File: src/hdl/rssc_pkg.sv
// Purpose: Shared constants for the remote status and system control block.
// Assumes: 32-bit AXI4-Lite register access, one 100 MHz clock.
// Notes:   Register offsets are byte addresses, one aligned word each.
`default_nettype none
package rssc_pkg;
   // ==========================================================================
   // Register map
   localparam logic [7:0] OFS_CTRL     = 8'h00;
   localparam logic [7:0] OFS_BUS_ADDR = 8'h04;
   localparam logic [7:0] OFS_PON_SLOT = 8'h08;
   localparam logic [7:0] OFS_COMMAND  = 8'h0C;
   localparam logic [7:0] OFS_ERR_NEXT = 8'h10;
   localparam logic [7:0] OFS_VERSION  = 8'h14;
   localparam logic [7:0] OFS_STATE    = 8'h18;
   localparam logic [7:0] OFS_STAT_0   = 8'h20;
   localparam int         STAT_REGS    = 6;
   // ==========================================================================
   // Control fields
   localparam int CTRL_SLOPE_BIT = 0;
   localparam int CTRL_MODE_LSB  = 1;
   localparam int CTRL_SRC_LSB   = 3;
   localparam int CTRL_SEC_BIT   = 5;
   localparam int CMD_PRESET_BIT = 0;
   localparam int CMD_TRG_BIT    = 1;
   localparam logic [5:0] CTRL_RESET = 6'h00;
   // ==========================================================================
   // Values
   localparam logic [4:0]  BUS_ADDR_OFF   = 5'h1F;
   localparam logic [4:0]  BUS_ADDR_RESET = 5'h0F;
   localparam logic [6:0]  SLOT_MAX       = 7'h63;
   localparam logic [6:0]  SLOT_PREVIOUS  = 7'h63;
   localparam logic [15:0] PTR_PRESET     = 16'h7FFF;
   localparam logic [15:0] NTR_PRESET     = 16'h0000;
   localparam logic [15:0] ENABLE_PRESET  = 16'h0000;
   localparam logic [31:0] VERSION_X10    = 32'h00004DD0;
   localparam logic [15:0] ERR_NONE       = 16'h0000;
   localparam int          ERR_DEPTH      = 8;
   // ==========================================================================
   // Interface messages
   localparam logic [7:0] MSG_GET = 8'h08;
   localparam logic [7:0] MSG_DCL = 8'h14;
   localparam logic [7:0] MSG_SDC = 8'h04;
   localparam logic [7:0] MSG_LLO = 8'h11;
   // ==========================================================================
   // Modes
   typedef enum logic [1:0] {MODE_CONT, MODE_TRIG, MODE_GATE, MODE_BURST} rssc_mode_e;
   typedef enum logic [1:0] {SRC_MAN, SRC_BUS, SRC_INT, SRC_EXT} rssc_src_e;
endpackage : rssc_pkg
`default_nettype wire

File: src/hdl/rssc_core.sv
// Purpose: Remote status, system settings and bus message handling.
// Assumes: All inputs synchronous to sys_clk; one AXI4-Lite access per direction.
// Notes:   The settings store and trigger logic sit outside; this block pulses them.
//
// Behaviour
// Trigger input edge selectable rising or falling, readable
// Trigger source applies only in triggered modes
// Preset clears both status enable masks
// Preset loads positive filters with 32767
// Preset loads negative filters with zero
// Status conditions never set by device
// Error read returns oldest entry, then removes
// Bus address 0 to 31, readable
// Address 31 takes device off bus
// Version query returns 1992.0
// Security on to off wipes settings
// Power-on slot 0 to 99 restored
// Slot 99 restores state before power-down
// Group trigger fires only in bus-triggered modes
// Group trigger equals common trigger command
// Device clear empties input and output buffers
// Device clear resets message processing
// Selected clear acts only when listen-addressed
// Lockout needs listen address and remote enable
// Empty queue reads zero; queries answer in order
`default_nettype none
module rssc_core
   import rssc_pkg::*;
(
   // Clock and reset
   input  wire  logic        sys_clk,
   input  wire  logic        sys_rst,
   // AXI4-Lite slave
   input  wire  logic [31:0] s_axi_awaddr,
   input  wire  logic        s_axi_awvalid,
   output logic              s_axi_awready,
   input  wire  logic [31:0] s_axi_wdata,
   input  wire  logic [3:0]  s_axi_wstrb,
   input  wire  logic        s_axi_wvalid,
   output logic              s_axi_wready,
   output logic [1:0]        s_axi_bresp,
   output logic              s_axi_bvalid,
   input  wire  logic        s_axi_bready,
   input  wire  logic [31:0] s_axi_araddr,
   input  wire  logic        s_axi_arvalid,
   output logic              s_axi_arready,
   output logic [31:0]       s_axi_rdata,
   output logic [1:0]        s_axi_rresp,
   output logic              s_axi_rvalid,
   input  wire  logic        s_axi_rready,
   // Interface messages from the bus controller
   input  wire  logic        msg_valid,
   input  wire  logic [7:0]  msg_code,
   input  wire  logic        listen_addressed,
   input  wire  logic        remote_enable,
   // Trigger inputs
   input  wire  logic        ext_trig_in,
   input  wire  logic        man_key,
   input  wire  logic        int_tick,
   // Front panel and settings store
   input  wire  logic        fp_addr_valid,
   input  wire  logic [4:0]  fp_addr,
   input  wire  logic [6:0]  nv_slot_in,
   input  wire  logic        err_push,
   input  wire  logic [15:0] err_code,
   // Outputs to the instrument
   output logic              trig_fire,
   output logic              clr_in_buf,
   output logic              clr_out_queue,
   output logic              msg_proc_reset,
   output logic              remote_lockout,
   output logic              front_panel_enable,
   output logic              off_bus,
   output logic              wipe_settings,
   output logic              restore_stb,
   output logic [6:0]        restore_slot,
   output logic              restore_previous
);
   import rssc_pkg::*;

   // ==========================================================================
   // Bus slave
   logic        aw_have_q, w_have_q, bvalid_q, rvalid_q;
   logic [7:0]  aw_addr_q;
   logic [31:0] w_data_q;
   logic [3:0]  w_strb_q;
   logic [1:0]  bresp_q, rresp_q;
   logic [31:0] rdata_q, rd_data_d;
   logic        rd_hit_d, wr_hit_d;
   logic        wr_go, rd_go;
   logic [7:0]  rd_addr;

   assign s_axi_awready = !aw_have_q;
   assign s_axi_wready  = !w_have_q;
   assign s_axi_arready = !rvalid_q;
   assign s_axi_bvalid  = bvalid_q;
   assign s_axi_bresp   = bresp_q;
   assign s_axi_rvalid  = rvalid_q;
   assign s_axi_rresp   = rresp_q;
   assign s_axi_rdata   = rdata_q;
   assign wr_go   = aw_have_q && w_have_q && !bvalid_q;
   assign rd_go   = s_axi_arvalid && !rvalid_q;
   assign rd_addr = s_axi_araddr[7:0];

   always_ff @(posedge sys_clk or posedge sys_rst) begin
      if (sys_rst) begin
         aw_have_q <= 1'b0;
         w_have_q  <= 1'b0;
         aw_addr_q <= 8'h00;
         w_data_q  <= 32'h00000000;
         w_strb_q  <= 4'h0;
      end else begin
         if (s_axi_awvalid && !aw_have_q) begin
            aw_have_q <= 1'b1;
            aw_addr_q <= s_axi_awaddr[7:0];
         end else if (wr_go) begin
            aw_have_q <= 1'b0;
         end
         if (s_axi_wvalid && !w_have_q) begin
            w_have_q <= 1'b1;
            w_data_q <= s_axi_wdata;
            w_strb_q <= s_axi_wstrb;
         end else if (wr_go) begin
            w_have_q <= 1'b0;
         end
      end
   end

   always_ff @(posedge sys_clk or posedge sys_rst) begin
      if (sys_rst) begin
         bvalid_q <= 1'b0;
         bresp_q  <= 2'h0;
      end else if (wr_go) begin
         bvalid_q <= 1'b1;
         bresp_q  <= wr_hit_d ? 2'h0 : 2'h2;
      end else if (s_axi_bready) begin
         bvalid_q <= 1'b0;
      end
   end

   // Writes with partial strobes only touch lanes that carry a field.
   logic        wr_lane0, wr_lane1;
   logic        wr_ctrl, wr_addr, wr_slot, wr_cmd;
   assign wr_lane0 = wr_go && w_strb_q[0];
   assign wr_lane1 = wr_go && w_strb_q[1];
   assign wr_ctrl  = wr_lane0 && (aw_addr_q == OFS_CTRL);
   assign wr_addr  = wr_lane0 && (aw_addr_q == OFS_BUS_ADDR);
   assign wr_slot  = wr_lane0 && (aw_addr_q == OFS_PON_SLOT);
   assign wr_cmd   = wr_lane0 && (aw_addr_q == OFS_COMMAND);

   always_comb begin
      wr_hit_d = (aw_addr_q == OFS_CTRL) || (aw_addr_q == OFS_BUS_ADDR) ||
                 (aw_addr_q == OFS_PON_SLOT) || (aw_addr_q == OFS_COMMAND) ||
                 (aw_addr_q >= OFS_STAT_0 && aw_addr_q < OFS_STAT_0 + 8'(4 * STAT_REGS) &&
                  aw_addr_q[1:0] == 2'h0);
   end

   // ==========================================================================
   // Settings registers
   logic [5:0]  ctrl_q;
   logic [4:0]  bus_addr_q;
   logic [6:0]  pon_slot_q;
   logic        boot_q, wipe_q;
   rssc_mode_e  mode;
   rssc_src_e   src;
   logic        sec_fall;

   assign mode     = rssc_mode_e'(ctrl_q[CTRL_MODE_LSB +: 2]);
   assign src      = rssc_src_e'(ctrl_q[CTRL_SRC_LSB +: 2]);
   assign sec_fall = wr_ctrl && ctrl_q[CTRL_SEC_BIT] && !w_data_q[CTRL_SEC_BIT];

   always_ff @(posedge sys_clk or posedge sys_rst) begin
      if (sys_rst) begin
         ctrl_q <= CTRL_RESET;
         wipe_q <= 1'b0;
      end else begin
         wipe_q <= sec_fall;
         if (sec_fall) begin
            ctrl_q <= CTRL_RESET;
         end else if (wr_ctrl) begin
            ctrl_q <= w_data_q[5:0];
         end
      end
   end

   // A front-panel change is the only way back from the off-bus address.
   always_ff @(posedge sys_clk or posedge sys_rst) begin
      if (sys_rst) begin
         bus_addr_q <= BUS_ADDR_RESET;
      end else if (fp_addr_valid && !remote_lockout) begin
         bus_addr_q <= fp_addr;
      end else if (wr_addr && !off_bus) begin
         bus_addr_q <= (w_data_q[31:5] != 27'h0) ? BUS_ADDR_OFF : w_data_q[4:0];
      end
   end

   // The slot is caught from the settings store on the first edge after reset.
   always_ff @(posedge sys_clk or posedge sys_rst) begin
      if (sys_rst) begin
         boot_q           <= 1'b1;
         pon_slot_q       <= 7'h00;
         restore_stb      <= 1'b0;
         restore_slot     <= 7'h00;
         restore_previous <= 1'b0;
      end else begin
         boot_q      <= 1'b0;
         restore_stb <= boot_q;
         if (boot_q) begin
            pon_slot_q       <= (nv_slot_in > SLOT_MAX) ? SLOT_MAX : nv_slot_in;
            restore_slot     <= (nv_slot_in > SLOT_MAX) ? SLOT_MAX : nv_slot_in;
            restore_previous <= (nv_slot_in >= SLOT_PREVIOUS);
         end else if (sec_fall) begin
            pon_slot_q <= 7'h00;
         end else if (wr_slot) begin
            pon_slot_q <= (w_data_q[31:7] != 25'h0 || w_data_q[6:0] > SLOT_MAX) ?
                          SLOT_MAX : w_data_q[6:0];
         end
      end
   end

   assign wipe_settings = wipe_q;

   // ==========================================================================
   // Status structures: enables and filters only, conditions stay zero.
   logic [15:0] stat_q [STAT_REGS];
   logic        preset;
   assign preset = wr_cmd && w_data_q[CMD_PRESET_BIT];

   for (genvar i = 0; i < STAT_REGS; i++) begin : g_stat
      localparam logic [15:0] PRESET_VAL = (i % 3 == 1) ? PTR_PRESET :
                                           (i % 3 == 2) ? NTR_PRESET : ENABLE_PRESET;
      logic hit;
      assign hit = wr_go && (aw_addr_q == OFS_STAT_0 + 8'(4 * i));
      always_ff @(posedge sys_clk or posedge sys_rst) begin
         if (sys_rst) begin
            stat_q[i] <= PRESET_VAL;
         end else if (preset) begin
            stat_q[i] <= PRESET_VAL;
         end else if (hit) begin
            if (w_strb_q[0]) begin
               stat_q[i][7:0] <= w_data_q[7:0];
            end
            if (w_strb_q[1]) begin
               stat_q[i][15:8] <= w_data_q[15:8];
            end
         end
      end
   end

   // ==========================================================================
   // Error queue
   logic [15:0] err_mem [ERR_DEPTH];
   logic [2:0]  err_rd_q, err_wr_q;
   logic [3:0]  err_cnt_q;
   logic        err_pop, err_wr;
   assign err_pop = rd_go && rd_addr == OFS_ERR_NEXT && err_cnt_q != 4'h0;
   assign err_wr  = err_push && err_cnt_q != 4'(ERR_DEPTH);

   always_ff @(posedge sys_clk) begin
      if (err_wr) begin
         err_mem[err_wr_q] <= err_code;
      end
   end

   always_ff @(posedge sys_clk or posedge sys_rst) begin
      if (sys_rst) begin
         err_rd_q  <= 3'h0;
         err_wr_q  <= 3'h0;
         err_cnt_q <= 4'h0;
      end else begin
         if (err_wr) begin
            err_wr_q <= err_wr_q + 3'h1;
         end
         if (err_pop) begin
            err_rd_q <= err_rd_q + 3'h1;
         end
         err_cnt_q <= err_cnt_q + {3'h0, err_wr} - {3'h0, err_pop};
      end
   end

   // ==========================================================================
   // Register read; one read at a time keeps answers in command order.
   always_comb begin
      rd_data_d = 32'h00000000;
      rd_hit_d  = 1'b1;
      unique case (rd_addr)
         OFS_CTRL:     rd_data_d = {26'h0, ctrl_q};
         OFS_BUS_ADDR: rd_data_d = {27'h0, bus_addr_q};
         OFS_PON_SLOT: rd_data_d = {25'h0, pon_slot_q};
         OFS_COMMAND:  rd_data_d = 32'h00000000;
         OFS_ERR_NEXT: rd_data_d = {16'h0, (err_cnt_q != 4'h0) ? err_mem[err_rd_q] : ERR_NONE};
         OFS_VERSION:  rd_data_d = VERSION_X10;
         OFS_STATE:    rd_data_d = {24'h0, err_cnt_q, 1'b0, off_bus, remote_lockout, 1'b0};
         default: begin
            if (rd_addr >= OFS_STAT_0 && rd_addr < OFS_STAT_0 + 8'(4 * STAT_REGS) &&
                rd_addr[1:0] == 2'h0) begin
               rd_data_d = {16'h0, stat_q[3'(rd_addr[4:2])]};
            end else begin
               rd_hit_d = 1'b0;
            end
         end
      endcase
   end

   always_ff @(posedge sys_clk or posedge sys_rst) begin
      if (sys_rst) begin
         rvalid_q <= 1'b0;
         rdata_q  <= 32'h00000000;
         rresp_q  <= 2'h0;
      end else if (rd_go) begin
         rvalid_q <= 1'b1;
         rdata_q  <= rd_data_d;
         rresp_q  <= rd_hit_d ? 2'h0 : 2'h2;
      end else if (s_axi_rready) begin
         rvalid_q <= 1'b0;
      end
   end

   // ==========================================================================
   // Interface messages; all are ignored while off the bus.
   logic msg_get, msg_dcl, msg_sdc, msg_llo, clear_go;
   assign off_bus  = (bus_addr_q == BUS_ADDR_OFF);
   assign msg_get  = msg_valid && !off_bus && msg_code == MSG_GET;
   assign msg_dcl  = msg_valid && !off_bus && msg_code == MSG_DCL;
   assign msg_sdc  = msg_valid && !off_bus && msg_code == MSG_SDC && listen_addressed;
   assign msg_llo  = msg_valid && !off_bus && msg_code == MSG_LLO && listen_addressed && remote_enable;
   assign clear_go = msg_dcl || msg_sdc;

   always_ff @(posedge sys_clk or posedge sys_rst) begin
      if (sys_rst) begin
         clr_in_buf     <= 1'b0;
         clr_out_queue  <= 1'b0;
         msg_proc_reset <= 1'b0;
      end else begin
         clr_in_buf     <= clear_go;
         clr_out_queue  <= clear_go;
         msg_proc_reset <= clear_go;
      end
   end

   // Lockout lasts until the controller drops remote enable.
   always_ff @(posedge sys_clk or posedge sys_rst) begin
      if (sys_rst) begin
         remote_lockout <= 1'b0;
      end else if (!remote_enable) begin
         remote_lockout <= 1'b0;
      end else if (msg_llo) begin
         remote_lockout <= 1'b1;
      end
   end

   assign front_panel_enable = !remote_lockout;

   // ==========================================================================
   // Trigger
   logic ext_prev_q, man_prev_q, armed, ext_edge, bus_trig, fire_d;
   assign armed    = (mode != MODE_CONT);
   assign ext_edge = ctrl_q[CTRL_SLOPE_BIT] ? (ext_prev_q && !ext_trig_in)
                                            : (!ext_prev_q && ext_trig_in);
   assign bus_trig = msg_get || (wr_cmd && w_data_q[CMD_TRG_BIT]);
   assign fire_d   = armed && ((src == SRC_BUS && bus_trig) ||
                               (src == SRC_EXT && ext_edge) ||
                               (src == SRC_MAN && man_key && !man_prev_q && !remote_lockout) ||
                               (src == SRC_INT && int_tick));

   always_ff @(posedge sys_clk or posedge sys_rst) begin
      if (sys_rst) begin
         ext_prev_q <= 1'b0;
         man_prev_q <= 1'b0;
         trig_fire  <= 1'b0;
      end else begin
         ext_prev_q <= ext_trig_in;
         man_prev_q <= man_key;
         trig_fire  <= fire_d;
      end
   end
endmodule : rssc_core
`default_nettype wire

File: config.mk
export PLATFORM = sky130hd
export DESIGN_NAME = rssc_core
export DESIGN_NICKNAME = d
export VERILOG_FILES = /design/src/hdl/rssc_pkg.sv /design/src/hdl/rssc_core.sv
export SDC_FILE = /design/constraint.sdc
export NUM_CORES = 1
export LEC_CHECK = 0
export ABC_CLOCK_PERIOD_IN_PS = 5900
export BUFFER_PORTS_ARGS = -buffer_cell sky130_fd_sc_hd__buf_2
export CAP_MARGIN = 20
export CORE_MARGIN = 4
export CORE_UTILIZATION = 54
export CTS_BUF_LIST = sky130_fd_sc_hd__clkbuf_4 sky130_fd_sc_hd__clkbuf_8
export CTS_CLUSTER_DIAMETER = 80
export DETAILED_ROUTE_END_ITERATION = 16
export PLACE_DENSITY = 0.78
export SYNTH_ARGS = -nofsm -noshare
export SYNTH_HDL_FRONTEND = slang
export SYNTH_SLANG_ARGS = --single-unit
File: constraint.sdc
create_clock -name sys_clk -period 5.9 [get_ports sys_clk]
set_clock_uncertainty 0.15 [all_clocks]
set_input_delay 0.295 -clock sys_clk [delete_from_list [all_inputs] [get_ports sys_clk]]
set_output_delay 0.295 -clock sys_clk [all_outputs]
set_load 0.01 [all_outputs]
==> run_results.csv <==
group,metric,value,unit
run_status,status,"finished, final reports clean",
worst_setup_path,critical_path_required,6.26,ns
clock_tree,tritoncts.num_buffers,52,
power_and_ir_drop,report.power.total,6.66,mW
timing,hold_viol_final,0,
cells_and_area,final-instance-count-excl-fill,1722,
floorplan,die_w,173,µm
power_and_ir_drop,total_leakage_power,7.06,nW
synth,edff_count_synth,128,
worst_hold_path,timing.hold.worst.class,"in -> reg",
route,wl_met1,14600,µm
worst_setup_path,worst-path-max-fanout,22,
route,route.detailed.wl_per_inst,20.3,µm
global_routing,wire_length_of_the_first_global_routing_pass,56000,µm
global_routing,grt_overflow_total,0,
synth,xor_xnor_share_of_the_synthesized_area,0.00299,
worst_setup_path,r2r_start,"w_strb_q[0]$_DFFE_PP0P_",
timing,grt_setup_unrepaired,"no",
worst_setup_path,rrSetupSlack,2.84,ns
cells_and_area,fin_area,17500,µm²
worst_setup_path,worst_path_max_delay_cell,"sky130_fd_sc_hd__dfrtp_1",
place,numPlacedInstances,1535,
clock_tree,cts_root_buf,"sky130_fd_sc_hd__clkbuf_8",
worst_setup_path,r2r_end,"stat_q[64]$_DFFE_PP1P_",
cells_and_area,layout-area-overhead-vs-synth,19.4,%
worst_setup_path,cp_data_arrival_time,3.42,ns
cells_and_area,diodes,0,
route,met3_wirelength,2000,µm
synth,synth.area.mux_share,0.135,
floorplan,core,26800,µm²
route,num_vias,10000,
synth,ys_types,72,
place,detailed_place.area,15500,µm²
cells_and_area,num-nets-final,1499,
route,drc,0,
route,drt_iter0_markers,889,
synth,main_combinational_cell_family_by_area_after_synthesis,"multiplexers",
route,wl,34900,µm
worst_setup_path,timing.critical_path.buf_inv,0,
synth,synth_area_per_cell,13.2,µm²
floorplan,placementRows,60,
synth,syn-cell-area,14600,µm²
synth,sequential_fraction_of_the_synthesis_area,0.614,
global_routing,first_global_vias,10400,
global_routing,grt_start_max_net_pins,205,
place,detailed_placement_wirelength_estimate,21400,µm
cells_and_area,final_common_cell,"sky130_fd_sc_hd__dfrtp_1",
worst_setup_path,crit_path_start_kind,"register",
timing,slew_violations,0,
clock_tree,clock_latency,0.58,ns
route,routed.top_layer,"met4",
synth,post_synthesis_cell_count,1109,
route,dr_wl_met2,17500,µm
route,drt.antenna.violating_nets,0,
cells_and_area,mostFrequentLayoutCells,"sky130_fd_sc_hd__dfrtp_1 (169), sky130_fd_sc_hd__buf_2 (140), sky130_fd_sc_hd__edfxtp_1 (128)",
worst_setup_path,cp_slowest_stage_delay,0.78,ns
power_and_ir_drop,power-per-cell-area,381,nW/µm²
synth,yosys_most_used_dff,"sky130_fd_sc_hd__dfrtp_1",
floorplan,floorplan.io_pins,209,
floorplan,initial_core_util,0.547,
clock_tree,post_cts_buffers,0,
clock_tree,htree_levels,2,
timing,report.final.setup_viol,0,
synth,ys_ff_latch,332,
worst_setup_path,critical_path_s_top_delay_family,"simple AND/OR/NAND/NOR gates",
timing,setup-tns-final,0,ns
power_and_ir_drop,ir_drop,238,µV
synth,synthSimpleGateAreaFrac,0.0979,
clock_tree,cts.reportedPaths.clkPinSlew,0.07,ns
timing,tightestPinTransition,1.18,ns
worst_setup_path,criticalPathCategory,"reg -> reg",
timing,timing.fmax,327,MHz
global_routing,antenna_violations_before_repair,0,
synth,synth_async_sr_flop_share,0.614,
timing,finalCritPeriodShare,0.519,
cells_and_area,post_route_cells_drive_above_1_share,0.305,
synth,yosys.area_share.adder,0.00820,
worst_setup_path,ff2ff_path_depth,5,
floorplan,die_y,173,µm
worst_setup_path,timing.critical_path.from,"w_strb_q[0]$_DFFE_PP0P_",
flow_run,drv_cap,0,
place,placement.io_buffers,140,
clock_tree,cts_num_sinks,332,
route,drt_pass1_iterations,6,
worst_setup_path,worstSetupPathDepth,5,
timing,timing.slew.headroom,0.212,
worst_setup_path,critical_path.cell_chain,"nor4bb_1, and4bb_1, a21oi_1, nor2b_1, mux2_4",
worst_setup_path,timing.critical_path.to_type,"register",
global_routing,globalRouteTotalUtil,0.232,
place,routabilityCongestion,0.850,
route,vias_per_std_cell,5.83,
timing,final.min_clock_period,3.06,ns
synth,synth_warnings,0,
synth,synth_area_in_compound_gates,0.101,
floorplan,design.die.area,29800,µm²
worst_setup_path,crit_path_end,"stat_q[64]$_DFFE_PP1P_",
clock_tree,cts_tree,"done",
clock_tree,cts_max_path_buffers,3,
cells_and_area,fillCellCount,1861,
## cell type report
class / instances / area, µm² / share of cell area
clock inverter: 13 / 86.3 / 0.00493
inverter: 35 / 135 / 0.00772
multi-input combinational: 679 / 5180 / 0.296
sequential: 332 / 8990 / 0.514
timing repair buffer: 239 / 1690 / 0.0965
tap: 341 / 427 / 0.0244
clock buffer: 83 / 986 / 0.0564
## worst min path at each step
stage,start,endpoint,slack [ns],cells after the start
after global routing,s_axi_araddr[0],s_axi_rdata[5]$_DFFE_PP0P_,0.05,5
after floorplan,ext_trig_in,ext_prev_q$_DFF_PP0_,0.18,0
after detailed placement,man_key,man_prev_q$_DFF_PP0_,0.27,1
after global placement,man_key,man_prev_q$_DFF_PP0_,0.27,1
after CTS,err_push,err_wr_q[1]$_DFFE_PP0P_,0.01,4
final,err_push,err_wr_q[1]$_DFFE_PP0P_,0.04,4
## worst register-to-register path: cells and delay by family (launching register included)
| family | cells | cell delay (ns) |
|---|---|---|
| simple gates | 3 | 1.62 |
| flops | 1 | 0.78 |
| mux | 1 | 0.35 |
| compound gates | 1 | 0.09 |
## routing by layer
metal | track usage | vias to the layer above
li1 | - | 4549
met1 | 0.314 | 5047
met2 | 0.389 | 383
met3 | 0.0404 | 62
met4 | 0.0725 | 0
met5 | 0 | -
## flip-flops by register name, indices dropped and copies added (netlist names), 6 cells and up
register / flops
pon_slot_q: 7
stat_q: 96
aw_addr_q: 8
err_mem: 128
s_axi_rdata: 16
w_data_q: 32
ctrl_q: 6
restore_slot: 7
## stage by stage
step | hold WS [ns] | worst slack [ns] | utilization
3_3_place_gp | 0.265 | 2.48 | 0.579
5_1_grt | 0.0541 | 2.66 | 0.653
6_report | 0.0379 | 2.84 | 0.653
3_5_place_dp | 0.270 | 2.39 | 0.579
2_1_floorplan | 0.176 | 2.84 | -
4_1_cts | 0.0138 | 2.85 | 0.652
## cells by family (layout without fill, tap and decap cells)
group,Yosys count,in the layout
DFF,332,332
xor gates and xnor gates,5,5
buffers and inverters,116,370
AOI/OAI and AO/OA,217,217
other,1,19
muxes,136,136
and+or+nand+nor,293,293
adders and majority gates,9,9
## Yosys cell counts (3+ instances only)
cell	n	area [µm²]
sky130_fd_sc_hd__o21ai_0	60	300
sky130_fd_sc_hd__o21ai_1	6	30.0
sky130_fd_sc_hd__o21ai_2	5	43.8
sky130_fd_sc_hd__mux4_2	43	968
sky130_fd_sc_hd__nand2b_1	10	62.6
sky130_fd_sc_hd__o21a_1	3	22.5
sky130_fd_sc_hd__o31ai_1	3	22.5
sky130_fd_sc_hd__buf_2	18	90.1
sky130_fd_sc_hd__nand4_1	7	43.8
sky130_fd_sc_hd__nor3_1	8	40.0
sky130_fd_sc_hd__mux2i_1	29	290
sky130_fd_sc_hd__a31oi_1	18	113
sky130_fd_sc_hd__mux2_2	63	709
sky130_fd_sc_hd__nand2_1	107	402
sky130_fd_sc_hd__inv_1	35	131
sky130_fd_sc_hd__nor4_2	4	50.1
sky130_fd_sc_hd__a221oi_1	7	61.3
sky130_fd_sc_hd__dfstp_2	35	920
sky130_fd_sc_hd__and2_1	3	18.8
sky130_fd_sc_hd__nor2_1	87	327
sky130_fd_sc_hd__nand3_1	22	110
sky130_fd_sc_hd__a22o_1	25	219
sky130_fd_sc_hd__a41oi_1	3	26.3
sky130_fd_sc_hd__nor4_1	12	75.1
sky130_fd_sc_hd__buf_1	3	11.3
sky130_fd_sc_hd__o22ai_1	15	93.8
sky130_fd_sc_hd__a21oi_1	33	165
sky130_fd_sc_hd__dfrtp_1	169	4230
sky130_fd_sc_hd__o22a_1	16	140
sky130_fd_sc_hd__clkbuf_1	27	101
sky130_fd_sc_hd__xnor2_1	3	26.3
sky130_fd_sc_hd__nor2b_1	8	50.1
sky130_fd_sc_hd__buf_4	27	203
sky130_fd_sc_hd__edfxtp_1	128	3840
sky130_fd_sc_hd__a22oi_1	4	30.0
sky130_fd_sc_hd__buf_6	4	45.0
sky130_fd_sc_hd__ha_1	8	100
sky130_fd_sc_hd__or2_2	4	25.0
## where the power goes
group / internal, mW / switching (mW) / total, mW
clock network: 1.10 / 0.876 / 1.98
logic: 0.596 / 0.694 / 1.29
registers: 2.94 / 0.460 / 3.40
## what timing repair did
action / 4_1_cts / 5_1_grt
hold endpoints to repair: 361 / 0
resized for setup: 0 / 0
hold buffers: 90 / 0
No activity file was read; power rests on OpenSTA's default activity.
